### src/pkg/cfl_pkg.sv
// cfl_pkg: constants shared by the frequency acquisition / lock detector.
// assumes a single 250 MHz clock; oscillator tuning is a linear code word.
package cfl_pkg;
   // clock and measurement window
   localparam int CLK_MHZ     = 250;
   localparam int WIN_TIME_US = 256;                    // measurement window length
   localparam int WIN_CYC_DEF = WIN_TIME_US * CLK_MHZ;  // cycles per window
   localparam int WIN_CW      = 24;                     // window counter width
   localparam int CNT_W       = 16;                     // edges per window
   localparam int TGT_W       = 32;                     // target after ratio shift
   // oscillator code: 1/64 MHz per lsb, 10 MHz floor, 2700 MHz ceiling
   localparam int                 CODE_W     = 18;
   localparam logic [CODE_W-1:0] CODE_FLOOR = 18'h0_0280;
   localparam logic [CODE_W-1:0] CODE_CEIL  = 18'h2_A300;
   localparam logic [CODE_W-1:0] CODE_RESET = CODE_FLOOR;
   // step sizes as shifts: coarse, medium, fine
   localparam logic [3:0] SH_COARSE = 4'h0E;
   localparam logic [3:0] SH_MEDIUM = 4'h08;
   localparam logic [3:0] SH_FINE   = 4'h02;
   localparam logic [3:0] SH_MAXOFF = 4'h0F;
   localparam int         NEAR_DIV1 = 16;   // error at most 1/16 of target
   localparam int         NEAR_DIV2 = 256;  // error at most 1/256 of target
   // ppm thresholds
   localparam longint PPM_SCALE  = 1000000;
   localparam longint PPM_ASSERT = 1000;
   localparam longint PPM_LOCK   = 250;
   // control word fields
   localparam int CA_AID_BIT    = 0;
   localparam int CA_RATIO_LO   = 2;
   localparam int CA_RANGE_LO   = 6;
   localparam int CB_CLR_BIT    = 6;
   localparam int CB_MIRROR_BIT = 7;
   typedef enum logic [0:0] {CFL_ACQUIRE, CFL_LOCKED} cfl_state_t;
endpackage

### src/hw/cfl_lock_detector.sv
// cfl_lock_detector: frequency acquisition sweep and loss-of-lock control.
// assumes pins arrive asynchronously and control words come from clk logic.
`timescale 1ns/1ns
`default_nettype none
module cfl_lock_detector #(
   parameter int WINDOW_CYC = cfl_pkg::WIN_CYC_DEF
) (
   input  wire logic                    clk,
   input  wire logic                    rst,
   input  wire logic                    osc_tick_pin,
   input  wire logic                    data_pin,
   input  wire logic                    acquisition_aid_clock,
   input  wire logic [7:0]              primary_control_word,
   input  wire logic [7:0]              secondary_control_word,
   output logic                         loss_of_lock,
   output logic                         lol_sticky,
   output logic                         freq_loop_en,
   output logic                         phase_loop_en,
   output logic [cfl_pkg::CODE_W-1:0]   osc_code
);
   import cfl_pkg::*;
   generate
      if (WINDOW_CYC < 16 || WINDOW_CYC >= (1 << WIN_CW)) begin : g_chk
         $error("cfl_lock_detector: WINDOW_CYC out of range");
      end
   endgenerate

   // window timing
   logic [WIN_CW-1:0] win_reg, win_next;
   logic              win_end, eval_reg, eval_next;
   always_comb begin
      win_end = (win_reg == WIN_CW'(WINDOW_CYC - 1));
      win_next = win_end ? '0 : win_reg + 1'b1;
      eval_next = win_end;              // counts settle one cycle later
   end
   always_ff @(posedge clk or posedge rst) begin
      if (rst) begin
         win_reg <= '0;
         eval_reg <= 1'b0;
      end else begin
         win_reg <= win_next;
         eval_reg <= eval_next;
      end
   end

   // edge counts for oscillator, data transitions and reference
   logic [CNT_W-1:0] osc_cnt, data_cnt, ref_cnt;
   cfl_edge_counter #(.CW(CNT_W), .BOTH_EDGES(1'b0)) u_osc (
      .clk(clk), .rst(rst), .pin_async(osc_tick_pin), .win_end(win_end), .count(osc_cnt));
   cfl_edge_counter #(.CW(CNT_W), .BOTH_EDGES(1'b1)) u_data (
      .clk(clk), .rst(rst), .pin_async(data_pin), .win_end(win_end), .count(data_cnt));
   cfl_edge_counter #(.CW(CNT_W), .BOTH_EDGES(1'b0)) u_ref (
      .clk(clk), .rst(rst), .pin_async(acquisition_aid_clock), .win_end(win_end),
      .count(ref_cnt));

   // frequency comparison; ranges unchecked until software sets them
   logic             aid_mode;
   logic [1:0]       ref_range;
   logic [3:0]       ref_ratio;
   logic [TGT_W-1:0] tgt, oscw, diff;
   logic             too_low, out_of_lock, in_lock, near1, near2;
   logic [3:0]       step_sh;
   always_comb begin
      aid_mode  = primary_control_word[CA_AID_BIT];
      ref_range = primary_control_word[CA_RANGE_LO +: 2];
      ref_ratio = primary_control_word[CA_RATIO_LO +: 4];
      // divided-down reference scaled by ratio, or raw data transitions
      if (aid_mode)
         tgt = (TGT_W'(ref_cnt) >> ref_range) << ref_ratio;
      else
         tgt = TGT_W'(data_cnt);
      oscw = TGT_W'(osc_cnt);
      too_low = oscw < tgt;
      diff = too_low ? tgt - oscw : oscw - tgt;
      // ppm tests done in 64 bits to avoid overflow
      out_of_lock = (64'(diff) * PPM_SCALE) > (64'(tgt) * PPM_ASSERT);
      in_lock = (tgt != '0) && ((64'(diff) * PPM_SCALE) <= (64'(tgt) * PPM_LOCK));
      near1 = (64'(diff) * NEAR_DIV1) <= 64'(tgt);
      near2 = (64'(diff) * NEAR_DIV2) <= 64'(tgt);
      step_sh = near2 ? SH_FINE : (near1 ? SH_MEDIUM : SH_COARSE);
   end

   // acquisition state; overshoot restarts the sweep with finer steps
   cfl_state_t       state_reg, state_next;
   logic [CODE_W-1:0] code_reg, code_next, step_val;
   logic [3:0]       shrink_reg, shrink_next;
   logic             lol_reg, lol_next;
   logic [CODE_W:0]  code_sum;
   always_comb begin
      state_next = state_reg;
      code_next = code_reg;
      shrink_next = shrink_reg;
      lol_next = lol_reg;
      step_val = (step_sh > shrink_reg) ? (CODE_W'(1) << (step_sh - shrink_reg)) : CODE_W'(1);
      code_sum = {1'b0, code_reg} + {1'b0, step_val};
      if (eval_reg) begin
         case (state_reg)
            CFL_LOCKED: begin
               if (out_of_lock) begin
                  state_next = CFL_ACQUIRE;
                  lol_next = 1'b1;
                  code_next = CODE_FLOOR;
                  shrink_next = 4'h0;
               end
            end
            CFL_ACQUIRE: begin
               if (in_lock) begin
                  state_next = CFL_LOCKED;
                  lol_next = 1'b0;
               end else if (too_low) begin
                  // saturate at top of range
                  if (code_sum > {1'b0, CODE_CEIL})
                     code_next = CODE_CEIL;
                  else
                     code_next = code_sum[CODE_W-1:0];
               end else begin
                  code_next = CODE_FLOOR;
                  if (shrink_reg != SH_MAXOFF)
                     shrink_next = shrink_reg + 1'b1;
               end
            end
            default: begin
               state_next = CFL_ACQUIRE;
               lol_next = 1'b1;
               code_next = CODE_FLOOR;
            end
         endcase
      end
   end
   always_ff @(posedge clk or posedge rst) begin
      if (rst) begin
         state_reg <= CFL_ACQUIRE;
         code_reg <= CODE_RESET;
         shrink_reg <= 4'h0;
         lol_reg <= 1'b1;
      end else begin
         state_reg <= state_next;
         code_reg <= code_next;
         shrink_reg <= shrink_next;
         lol_reg <= lol_next;
      end
   end

   // sticky flag and pin selection; a new loss beats a clear
   logic clr_arm_reg, clr_arm_next, clr_pulse, sticky_next;
   logic lol_pin_next, floop_next, ploop_next;
   always_comb begin
      clr_arm_next = secondary_control_word[CB_CLR_BIT];
      clr_pulse = clr_arm_reg & ~secondary_control_word[CB_CLR_BIT];
      sticky_next = lol_sticky;
      if (clr_pulse)
         sticky_next = 1'b0;
      if (lol_next)
         sticky_next = 1'b1;
      lol_pin_next = secondary_control_word[CB_MIRROR_BIT] ? sticky_next : lol_next;
      floop_next = lol_next;
      ploop_next = ~lol_next;
   end
   always_ff @(posedge clk or posedge rst) begin
      if (rst) begin
         clr_arm_reg <= 1'b0;
         lol_sticky <= 1'b1;
         loss_of_lock <= 1'b1;
         freq_loop_en <= 1'b1;
         phase_loop_en <= 1'b0;
         osc_code <= CODE_RESET;
      end else begin
         clr_arm_reg <= clr_arm_next;
         lol_sticky <= sticky_next;
         loss_of_lock <= lol_pin_next;
         freq_loop_en <= floop_next;
         phase_loop_en <= ploop_next;
         osc_code <= code_next;
      end
   end

   // checks
   a_lol_on_error: assert property (@(posedge clk) disable iff (rst)
      eval_reg && state_reg == CFL_LOCKED && out_of_lock |=> lol_reg && state_reg == CFL_ACQUIRE)
      else $error("lock loss not raised on large error");
   a_floor_restart: assert property (@(posedge clk) disable iff (rst)
      eval_reg && state_reg == CFL_LOCKED && out_of_lock |=> osc_code == CODE_FLOOR)
      else $error("sweep did not restart at floor");
   a_raise_when_low: assert property (@(posedge clk) disable iff (rst)
      eval_reg && state_reg == CFL_ACQUIRE && !in_lock && too_low && code_reg < CODE_CEIL
      |=> code_reg > $past(code_reg))
      else $error("code not raised while low");
   a_step_shrinks: assert property (@(posedge clk) disable iff (rst)
      eval_reg && state_reg == CFL_ACQUIRE && !in_lock && too_low && near1
      |=> code_reg - $past(code_reg) <= (CODE_W'(1) << SH_MEDIUM))
      else $error("step not reduced near target");
   a_lol_release: assert property (@(posedge clk) disable iff (rst)
      eval_reg && state_reg == CFL_ACQUIRE && in_lock |=> !lol_reg ##1 phase_loop_en)
      else $error("lock loss not released");
   a_loop_handover: assert property (@(posedge clk) disable iff (rst)
      $fell(lol_reg) |-> phase_loop_en && !freq_loop_en)
      else $error("loops not handed over");
   a_code_range: assert property (@(posedge clk) disable iff (rst)
      osc_code >= CODE_FLOOR && osc_code <= CODE_CEIL)
      else $error("code out of range");
   a_hold_acquire: assert property (@(posedge clk) disable iff (rst)
      state_reg == CFL_ACQUIRE && !(eval_reg && in_lock) |=> lol_reg)
      else $error("lock loss dropped early");
   a_data_target: assert property (@(posedge clk) disable iff (rst)
      !primary_control_word[CA_AID_BIT] |-> tgt == TGT_W'(data_cnt))
      else $error("normal mode used reference");
   a_sticky_holds: assert property (@(posedge clk) disable iff (rst)
      lol_sticky && !clr_pulse |=> lol_sticky)
      else $error("sticky flag lost");
   a_pin_mirror: assert property (@(posedge clk) disable iff (rst)
      secondary_control_word[CB_MIRROR_BIT] |=> loss_of_lock == lol_sticky)
      else $error("pin does not mirror sticky flag");
endmodule
`default_nettype wire

### src/hw/cfl_edge_counter.sv
// cfl_edge_counter: counts edges of an asynchronous pin over a window.
// assumes win_end is a one-cycle pulse on clk; pin is from any domain.
`timescale 1ns/1ns
`default_nettype none
module cfl_edge_counter #(
   parameter int CW         = 16,
   parameter bit BOTH_EDGES = 1'b0
) (
   input  wire logic          clk,
   input  wire logic          rst,
   input  wire logic          pin_async,
   input  wire logic          win_end,
   output logic [CW-1:0]      count
);
   import cfl_pkg::*;
   generate
      if (CW < 4) begin : g_chk
         $error("cfl_edge_counter: CW too small");
      end
   endgenerate

   logic [2:0]    sync_reg, sync_next;
   logic [CW-1:0] acc_reg, acc_next, count_next;
   logic          edge_seen;

   // edge detector compares stages two and three; first stage only feeds stage two
   always_comb begin
      sync_next = {sync_reg[1:0], pin_async};
      edge_seen = BOTH_EDGES ? (sync_reg[1] ^ sync_reg[2]) : (sync_reg[1] & ~sync_reg[2]);
      count_next = count;
      acc_next = acc_reg;
      if (win_end) begin
         // a full accumulator must not wrap to zero on the closing edge
         count_next = (acc_reg == {CW{1'b1}}) ? acc_reg : acc_reg + CW'(edge_seen);
         acc_next = '0;
      end else if (edge_seen && acc_reg != {CW{1'b1}}) begin
         acc_next = acc_reg + 1'b1;   // saturate, never wrap
      end
   end

   // register stage
   always_ff @(posedge clk or posedge rst) begin
      if (rst) begin
         sync_reg <= 3'h0;
         acc_reg <= '0;
         count <= '0;
      end else begin
         sync_reg <= sync_next;
         acc_reg <= acc_next;
         count <= count_next;
      end
   end
endmodule
`default_nettype wire

### config.mk
export PLATFORM = sky130hd
export DESIGN_NAME = cfl_lock_detector
export DESIGN_NICKNAME = d
export VERILOG_FILES = /design/src/pkg/cfl_pkg.sv /design/src/hw/cfl_lock_detector.sv /design/src/hw/cfl_edge_counter.sv
export SDC_FILE = /design/constraint.sdc
export NUM_CORES = 2
export LEC_CHECK = 0
export ABC_CLOCK_PERIOD_IN_PS = 12100
export BUFFER_PORTS_ARGS = -buffer_cell sky130_fd_sc_hd__buf_2
export CORE_ASPECT_RATIO = 0.9
export CORE_MARGIN = 2
export CORE_UTILIZATION = 60
export CTS_CLUSTER_SIZE = 16
export DETAILED_ROUTE_END_ITERATION = 10
export PLACE_DENSITY = 0.83
export REMOVE_ABC_BUFFERS = 1
export SYNTH_ARGS = -nofsm -noshare
export SYNTH_HDL_FRONTEND = slang
export SYNTH_SLANG_ARGS = --single-unit
### constraint.sdc
create_clock -name clk -period 12.1 [get_ports clk]
set_input_delay 1.21 -clock clk [delete_from_list [all_inputs] [get_ports clk]]
set_output_delay 1.21 -clock clk [all_outputs]
set_load 0.02 [all_outputs]
Word-level counts from Yosys, hierarchy flattened. Cells that the tools add are included.

Logic and storage cells: 110. Latch bits: 0. Memories kept: 0. RAM bits: 0. Output and inout port bits: 22. ROM bits: 0. Input bits: 21. Bits in registers: 158.

Equality and inequality tests: 12. Div/mod/pow operators: 0. Mux-type cells: 35. Multiply operators: 3. Shifts and indexed selects: 3. Reductions and logical operators: 10. Add/sub/neg operators: 12. Bitwise logic cells: 9. $lt $le $gt $ge: 7.

Operators by type and width (number): 16-bit two-way mux (9); 18-bit two-way mux (5); 32-bit by 7-bit multiplier with 39-bit output, second input constant (2); 32-bit two-way mux (2); 52-bit by 42-bit > comparator with 1-bit output (1); 52-bit by 40-bit <= comparator with 1-bit output (1); 16-bit by 1-bit adder with 16-bit output (3); 16-bit by 1-bit adder with 16-bit output, second input constant (3); 16-bit equality test, second input constant (3); 16-bit inequality test, second input constant (3); 32-bit by 14-bit multiplier with 46-bit output, second input constant (1); 40-bit by 32-bit <= comparator with 1-bit output (1); 36-bit by 32-bit <= comparator with 1-bit output (1); 18-bit one-hot mux with 2 select lines (1); 16-bit by 32-bit less-than comparator with 1-bit output (1); 32-bit nonzero test (1); 32-bit by 4-bit left shift with 32-bit output (1); 16-bit by 2-bit >> shifter with 32-bit output (1); 16-bit by 32-bit subtractor with 32-bit output (1); 32-bit by 16-bit subtractor with 32-bit output (1); 24-bit by 1-bit adder with 24-bit output, second input constant (1); 24-bit by 16-bit equality test with 1-bit output, second input constant (1); 24-bit two-way mux (1); 4-bit two-way mux (5); other kinds (19) (41).

Longest topological paths before layout.
Depth after elaboration: 17. Mapped depth: 63. Mapped depth without buffers: 55.

Cells and area by module. Synthesis repeated with hierarchy kept, for this count alone.

Cells, all modules: 3255. Area total of the unflattened synthesis: 28870.2 µm².

Modules (own cells, without submodules): cfl_lock_detector (area each 22724.3 µm², cells each 2618, instances 1, sequential area each 1332.5 µm²); cfl_edge_counter at u_osc ... (area each 2014.4 µm², cells each 206, instances 2, sequential area each 875.8 µm²); cfl_edge_counter at u_data (area each 2117.0 µm², cells each 225, instances 1, sequential area each 875.8 µm²).

Worst setup path after synthesis. Ideal clock, no wire load.

Path type: input to register. Start: in primary_control_word[7]. End: reg osc_code[10] (netlist name). Data required time: 11.972 ns. Setup time: 0.128 ns. Setup slack: -1.618 ns. Buffers on the path: 10. Stages: 58. Data arrival time: 13.590 ns. Cells stage by stage: buf_4 > buf_6 > buf_2 > mux2i_1 > mux2i_1 > mux4_2 > mux2_2 > mux2_2 > mux2i_1 > inv_1 > ha_1 > clkbuf_1 > nand4_1 > nor2_1 > nand3_1 > or3_4 > a21o_1 > buf_6 > [22 not listed] > a31oi_1 > a31oi_1 > nor2_1 > o21ai_0 > xor2_1 > ha_1 > nand4_1 > nor3_1 > nand3_1 > nand2b_1 > or3_1 > o2111ai_1 > o21ai_1 > o21ba_1 > buf_2 > o21ai_4 > buf_6 > mux2_1.

Word-level cells in the longest chain between the ends: 17. Elaborated cells on any way between the ends: 31. Those cells by class: add/sub: 4; mul: 3; order compare: 7; eq/ne: 2; shift: 3; mux: 9; reduce/logical: 3.

RTL lines: start: declaration (line cfl_lock_detector.sv:13) `input wire logic [7:0] primary_control_word,`; 16-bit by 2-bit >> shifter with 32-bit output (*) (line cfl_lock_detector.sv:69) `tgt = (TGT_W'(ref_cnt) >> ref_range) << ref_ratio;`; 32-bit by 4-bit left shift with 32-bit output (*) (line cfl_lock_detector.sv:69); 32-bit two-way mux (*) (line cfl_lock_detector.sv:68) `if (aid_mode)`; 16-bit by 32-bit subtractor with 32-bit output (tied with other cells) (line cfl_lock_detector.sv:74) `diff = too_low ? tgt - oscw : oscw - tgt;`; 32-bit two-way mux (line cfl_lock_detector.sv:74); 36-bit by 32-bit <= comparator with 1-bit output (line cfl_lock_detector.sv:78) `near1 = (64'(diff) * NEAR_DIV1) <= 64'(tgt);`; 3-bit two-way mux (line cfl_lock_detector.sv:80) `step_sh = near2 ? SH_FINE : (near1 ? SH_MEDIUM : SH_COARSE);`; 4-bit two-way mux (line cfl_lock_detector.sv:80); 4-bit subtractor (line cfl_lock_detector.sv:94) `step_val = (step_sh > shrink_reg) ? (CODE_W'(1) << (step_sh - shrink_reg)) : CODE_W'(1);`; 1-bit by 4-bit left shift with 18-bit output (line cfl_lock_detector.sv:94); 18-bit two-way mux (line cfl_lock_detector.sv:94); 18-bit by 18-bit adder with 19-bit output (line cfl_lock_detector.sv:95) `code_sum = {1'b0, code_reg} + {1'b0, step_val};`; 19-bit by 18-bit > comparator with 1-bit output (line cfl_lock_detector.sv:112) `if (code_sum > {1'b0, CODE_CEIL})`; 18-bit two-way mux (line cfl_lock_detector.sv:112); 18-bit two-way mux (line cfl_lock_detector.sv:110) `end else if (too_low) begin`; 18-bit two-way mux (line cfl_lock_detector.sv:107) `if (in_lock) begin`; 18-bit one-hot mux with 2 select lines (line cfl_lock_detector.sv:97) `case (state_reg)`; end signal: assignment (line cfl_lock_detector.sv:173) `osc_code <= code_next;`; end: declaration (line cfl_lock_detector.sv:19) `output logic [cfl_pkg::CODE_W-1:0] osc_code`.

Every way passes the cells marked *; elsewhere a longest branch is shown, timed or not. The select of a mux whose other input is x is not followed. A chain may end at the register's enable or synchronous reset.

Worst setup path in the final report.
Start: in primary_control_word[7]. End: reg osc_code[14] (netlist name).

Same word-level chain as after synthesis.

==> impl_metrics.yaml <==
run_status:
  run_status: "finished, violations left"
  violations: "design-rule violations, negative setup slack"
sta:
  fin_hold_ws_ns: 0.3638
  fin_skew_ns: 0.01597
  max_freq_ghz: 0.07641
  slew_headroom_pct: 24.69
  setup_slack_ns: -0.9876
  slew_violations: 0
  grt_setup_unrepaired: "yes"
  finalSetupViolations: 27
  post-route-period-util_pct: 108.2
  final-hold-violation-count: 0
  tightest_slew_ns: 1.130
  period_needed_ns: 13.09
cells_and_area:
  drive_above_1_share_pct: 26.88
  finalInstanceArea_mm2: 0.03589
  largest_register_ffs: 24
  final_cell_mix: "buf_4, ha_1, inv_1, fa_1, nand2_1"
  final_nets: 4511
  mostFrequentLayoutCell: "buf_4"
  syn_to_final_growth_pct: 27.94
  final_util_pct: 77.43
  final_cells: 4428
worst_setup_path:
  worstPathRequired_ns: 12.43
  critPathMaxStageDelay_ns: 0.54
  setup.worst_path.end_class: "register"
  crit_path_start_kind: "primary input"
  crit_arrival_ns: 13.41
  crit_top_cell: "buf_4"
  cp-startpoint: "primary_control_word[7]"
  r2r_end: "osc_code[14]"
  path_max_fanout: 8
  regToRegSetupSlack_ns: -0.53
  cp_slowest_cell: "fa_1"
  timing.rr.start: "u_ref.count[4]"
  ff2ff_path_depth: 59
  crit_type: "primary input to register"
grt:
  grt_usage_pct: 37.51
  grt_pass1_wl_mm: 145.6
  grt-ovfl-total: 0
  grt_pass1_vias: 28500
  grt_antenna_before_repair: 2
  grt_max_degree: 86
floorplanning:
  core_mm2: 0.04636
  start_util_pct: 60.52
  io_pins: 43
  die_h_um: 209.1
  fp.dieW_um: 231.9
  rows: 75
  die_area_mm2: 0.04851
place:
  dp_cells: 4315
  portBuffers: 35
  postPlaceCellArea_mm2: 0.03283
  hpwl_mm: 68.97
  routabilityCongestion: 0.9839
synthesis:
  synth_cell_types: 99
  async_flop_share_pct: 100.0
  synth-main-ff-cell: "dfrtp_1"
  synth_edf_count: 0
  syn_area_mm2: 0.02806
  postSynthCellCount: 3199
  yosys-top-cells-area: "ha_1, fa_1, dfrtp_1"
  synth_seq_area_share_pct: 14.11
  synth_top_area_share_pct: 20.02
  avgSynthCellArea_um2: 8.770
  ys_seq_elements: 158
  ys_warn_count: 0
  synth_area_leader_cell: "ha_1"
worst_hold_path:
  min-delay-path-class: "register to register"
  hp-start: "u_osc.sync_reg[0]"
  hold_depth: 0
  min_to: "u_osc.sync_reg[1]"
routing:
  drc_errors: 2
  wl_per_cell_um: 23.19
  vias: 29050
  routed_wl_mm: 102.7
  viasPerCell: 6.560
  drtIter0Drc: 3281
  drt_first_pass_iters: 11
  ant_nets: 0
clock_network:
  hold_buffers: 0
  clockRootBuffer: "clkbuf_16"
  cts.sinks: 158
  path_clk_slew_ns: 0.07
  cts_made_buffers: 17
  clkLatencyLatePin_ns: 0.46
  cts_tree: "done"
  h-tree-depth: 4
  cts_buffer_depth: 2
flow_run:
  drv_cap: 0
[cell type report]
cell class	instances	area [um2]
Antenna cell	3	7.507
Clock buffer	17	425.4
Clock inverter	15	183.9
Fill cell	2666	10460
Inverter	394	1491
Multi-Input combinational cell	2552	23860
Sequential cell	158	3960
Tap cell	616	770.7
Timing Repair Buffer	673	5199
[per-stage QoR]
| step | setup TNS (ns) | setup slack, ns |
|---|---|---|
| 3_5_place_dp | -40.13 | -1.641 |
| 3_3_place_gp | -29.34 | -1.244 |
| 6_report | -23.52 | -0.9876 |
| 5_1_grt | -28.92 | -1.244 |
| 2_1_floorplan | -31.24 | -1.384 |
| 4_1_cts | -1.514 | -0.1389 |
[cell families (layout without fill, tap and decap cells)]
logic type                 Yosys count  count (layout)  synth area share (%)
and+or+nand+nor                    856             856                 14.73
adders and majority gates          698             698                 37.65
AOI/OAI and AO/OA                  681             681                 15.89
buffers and inverters              489            1099                 6.707
xor gates and xnor gates           229             229                 7.202
DFF                                158             158                 14.11
muxes                               88              88                 3.710
other                                0               3                     0
[synthesized netlist by cell type (14+ instances only)]
| cell | instances |
|---|---|
| o21bai_1 | 19 |
| o21ai_0 | 173 |
| ha_1 | 449 |
| a21oi_1 | 152 |
| nand2_1 | 237 |
| a31oi_1 | 20 |
| a21o_1 | 95 |
| fa_1 | 245 |
| mux2_1 | 16 |
| inv_1 | 392 |
| nand2b_1 | 36 |
| xor2_1 | 95 |
| o2111ai_1 | 15 |
| or3_1 | 27 |
| clkbuf_1 | 75 |
| o211ai_1 | 21 |
| a211oi_1 | 23 |
| o21a_1 | 26 |
| dfrtp_1 | 153 |
| xnor2_1 | 132 |
| and3_1 | 42 |
| and2_1 | 24 |
| or2_2 | 14 |
| nand3_1 | 80 |
| mux2i_1 | 53 |
| nor2b_1 | 26 |
| nand4_1 | 66 |
| o31ai_1 | 17 |
| nor2_1 | 213 |
| nor3_1 | 50 |
[routing by layer]
metal | GRT usage, % | vias to the layer above | share of wire [%]
li1 | - | 12270 | -
met1 | 45.51 | 13760 | 35
met2 | 62.62 | 2184 | 45
met3 | 6.386 | 836 | 11
met4 | 22.24 | 2 | 9.1
met5 | 0 | - | 0.056
[how the worst max path moves through the flow]
stage	endpoint	slack (ns)	depth (start not counted)
2_1_floorplan	osc_code[17]	-1.38	44
3_3_place_gp	osc_code[3]	-1.24	52
3_5_place_dp	osc_code[8]	-1.64	52
4_1_cts	osc_code[12]	-0.14	53
5_1_grt	shrink_reg[2]	-1.24	57
6_report	osc_code[14]	-0.99	60
[timing repair]
item,CTS,global route
pin swaps,83,144
setup buffers,43,39
cloned,1,1
gates resized for setup,173,200
endpoints found under the setup margin,27,27
[worst max-delay path, delay by kind of cell]
family | cells | cell delay, ns
adders and majority gates | 9 | 3.47
buffers and inverters | 17 | 2.35
and+or+nand+nor | 14 | 2.40
AOI/OAI and AO/OA | 13 | 2.28
muxes | 6 | 1.49
xor gates and xnor gates | 1 | 0.19
Power is left out: the tool's default activity adds up to more than one toggle a clock period on the data nets, which glitch-free logic cannot reach.
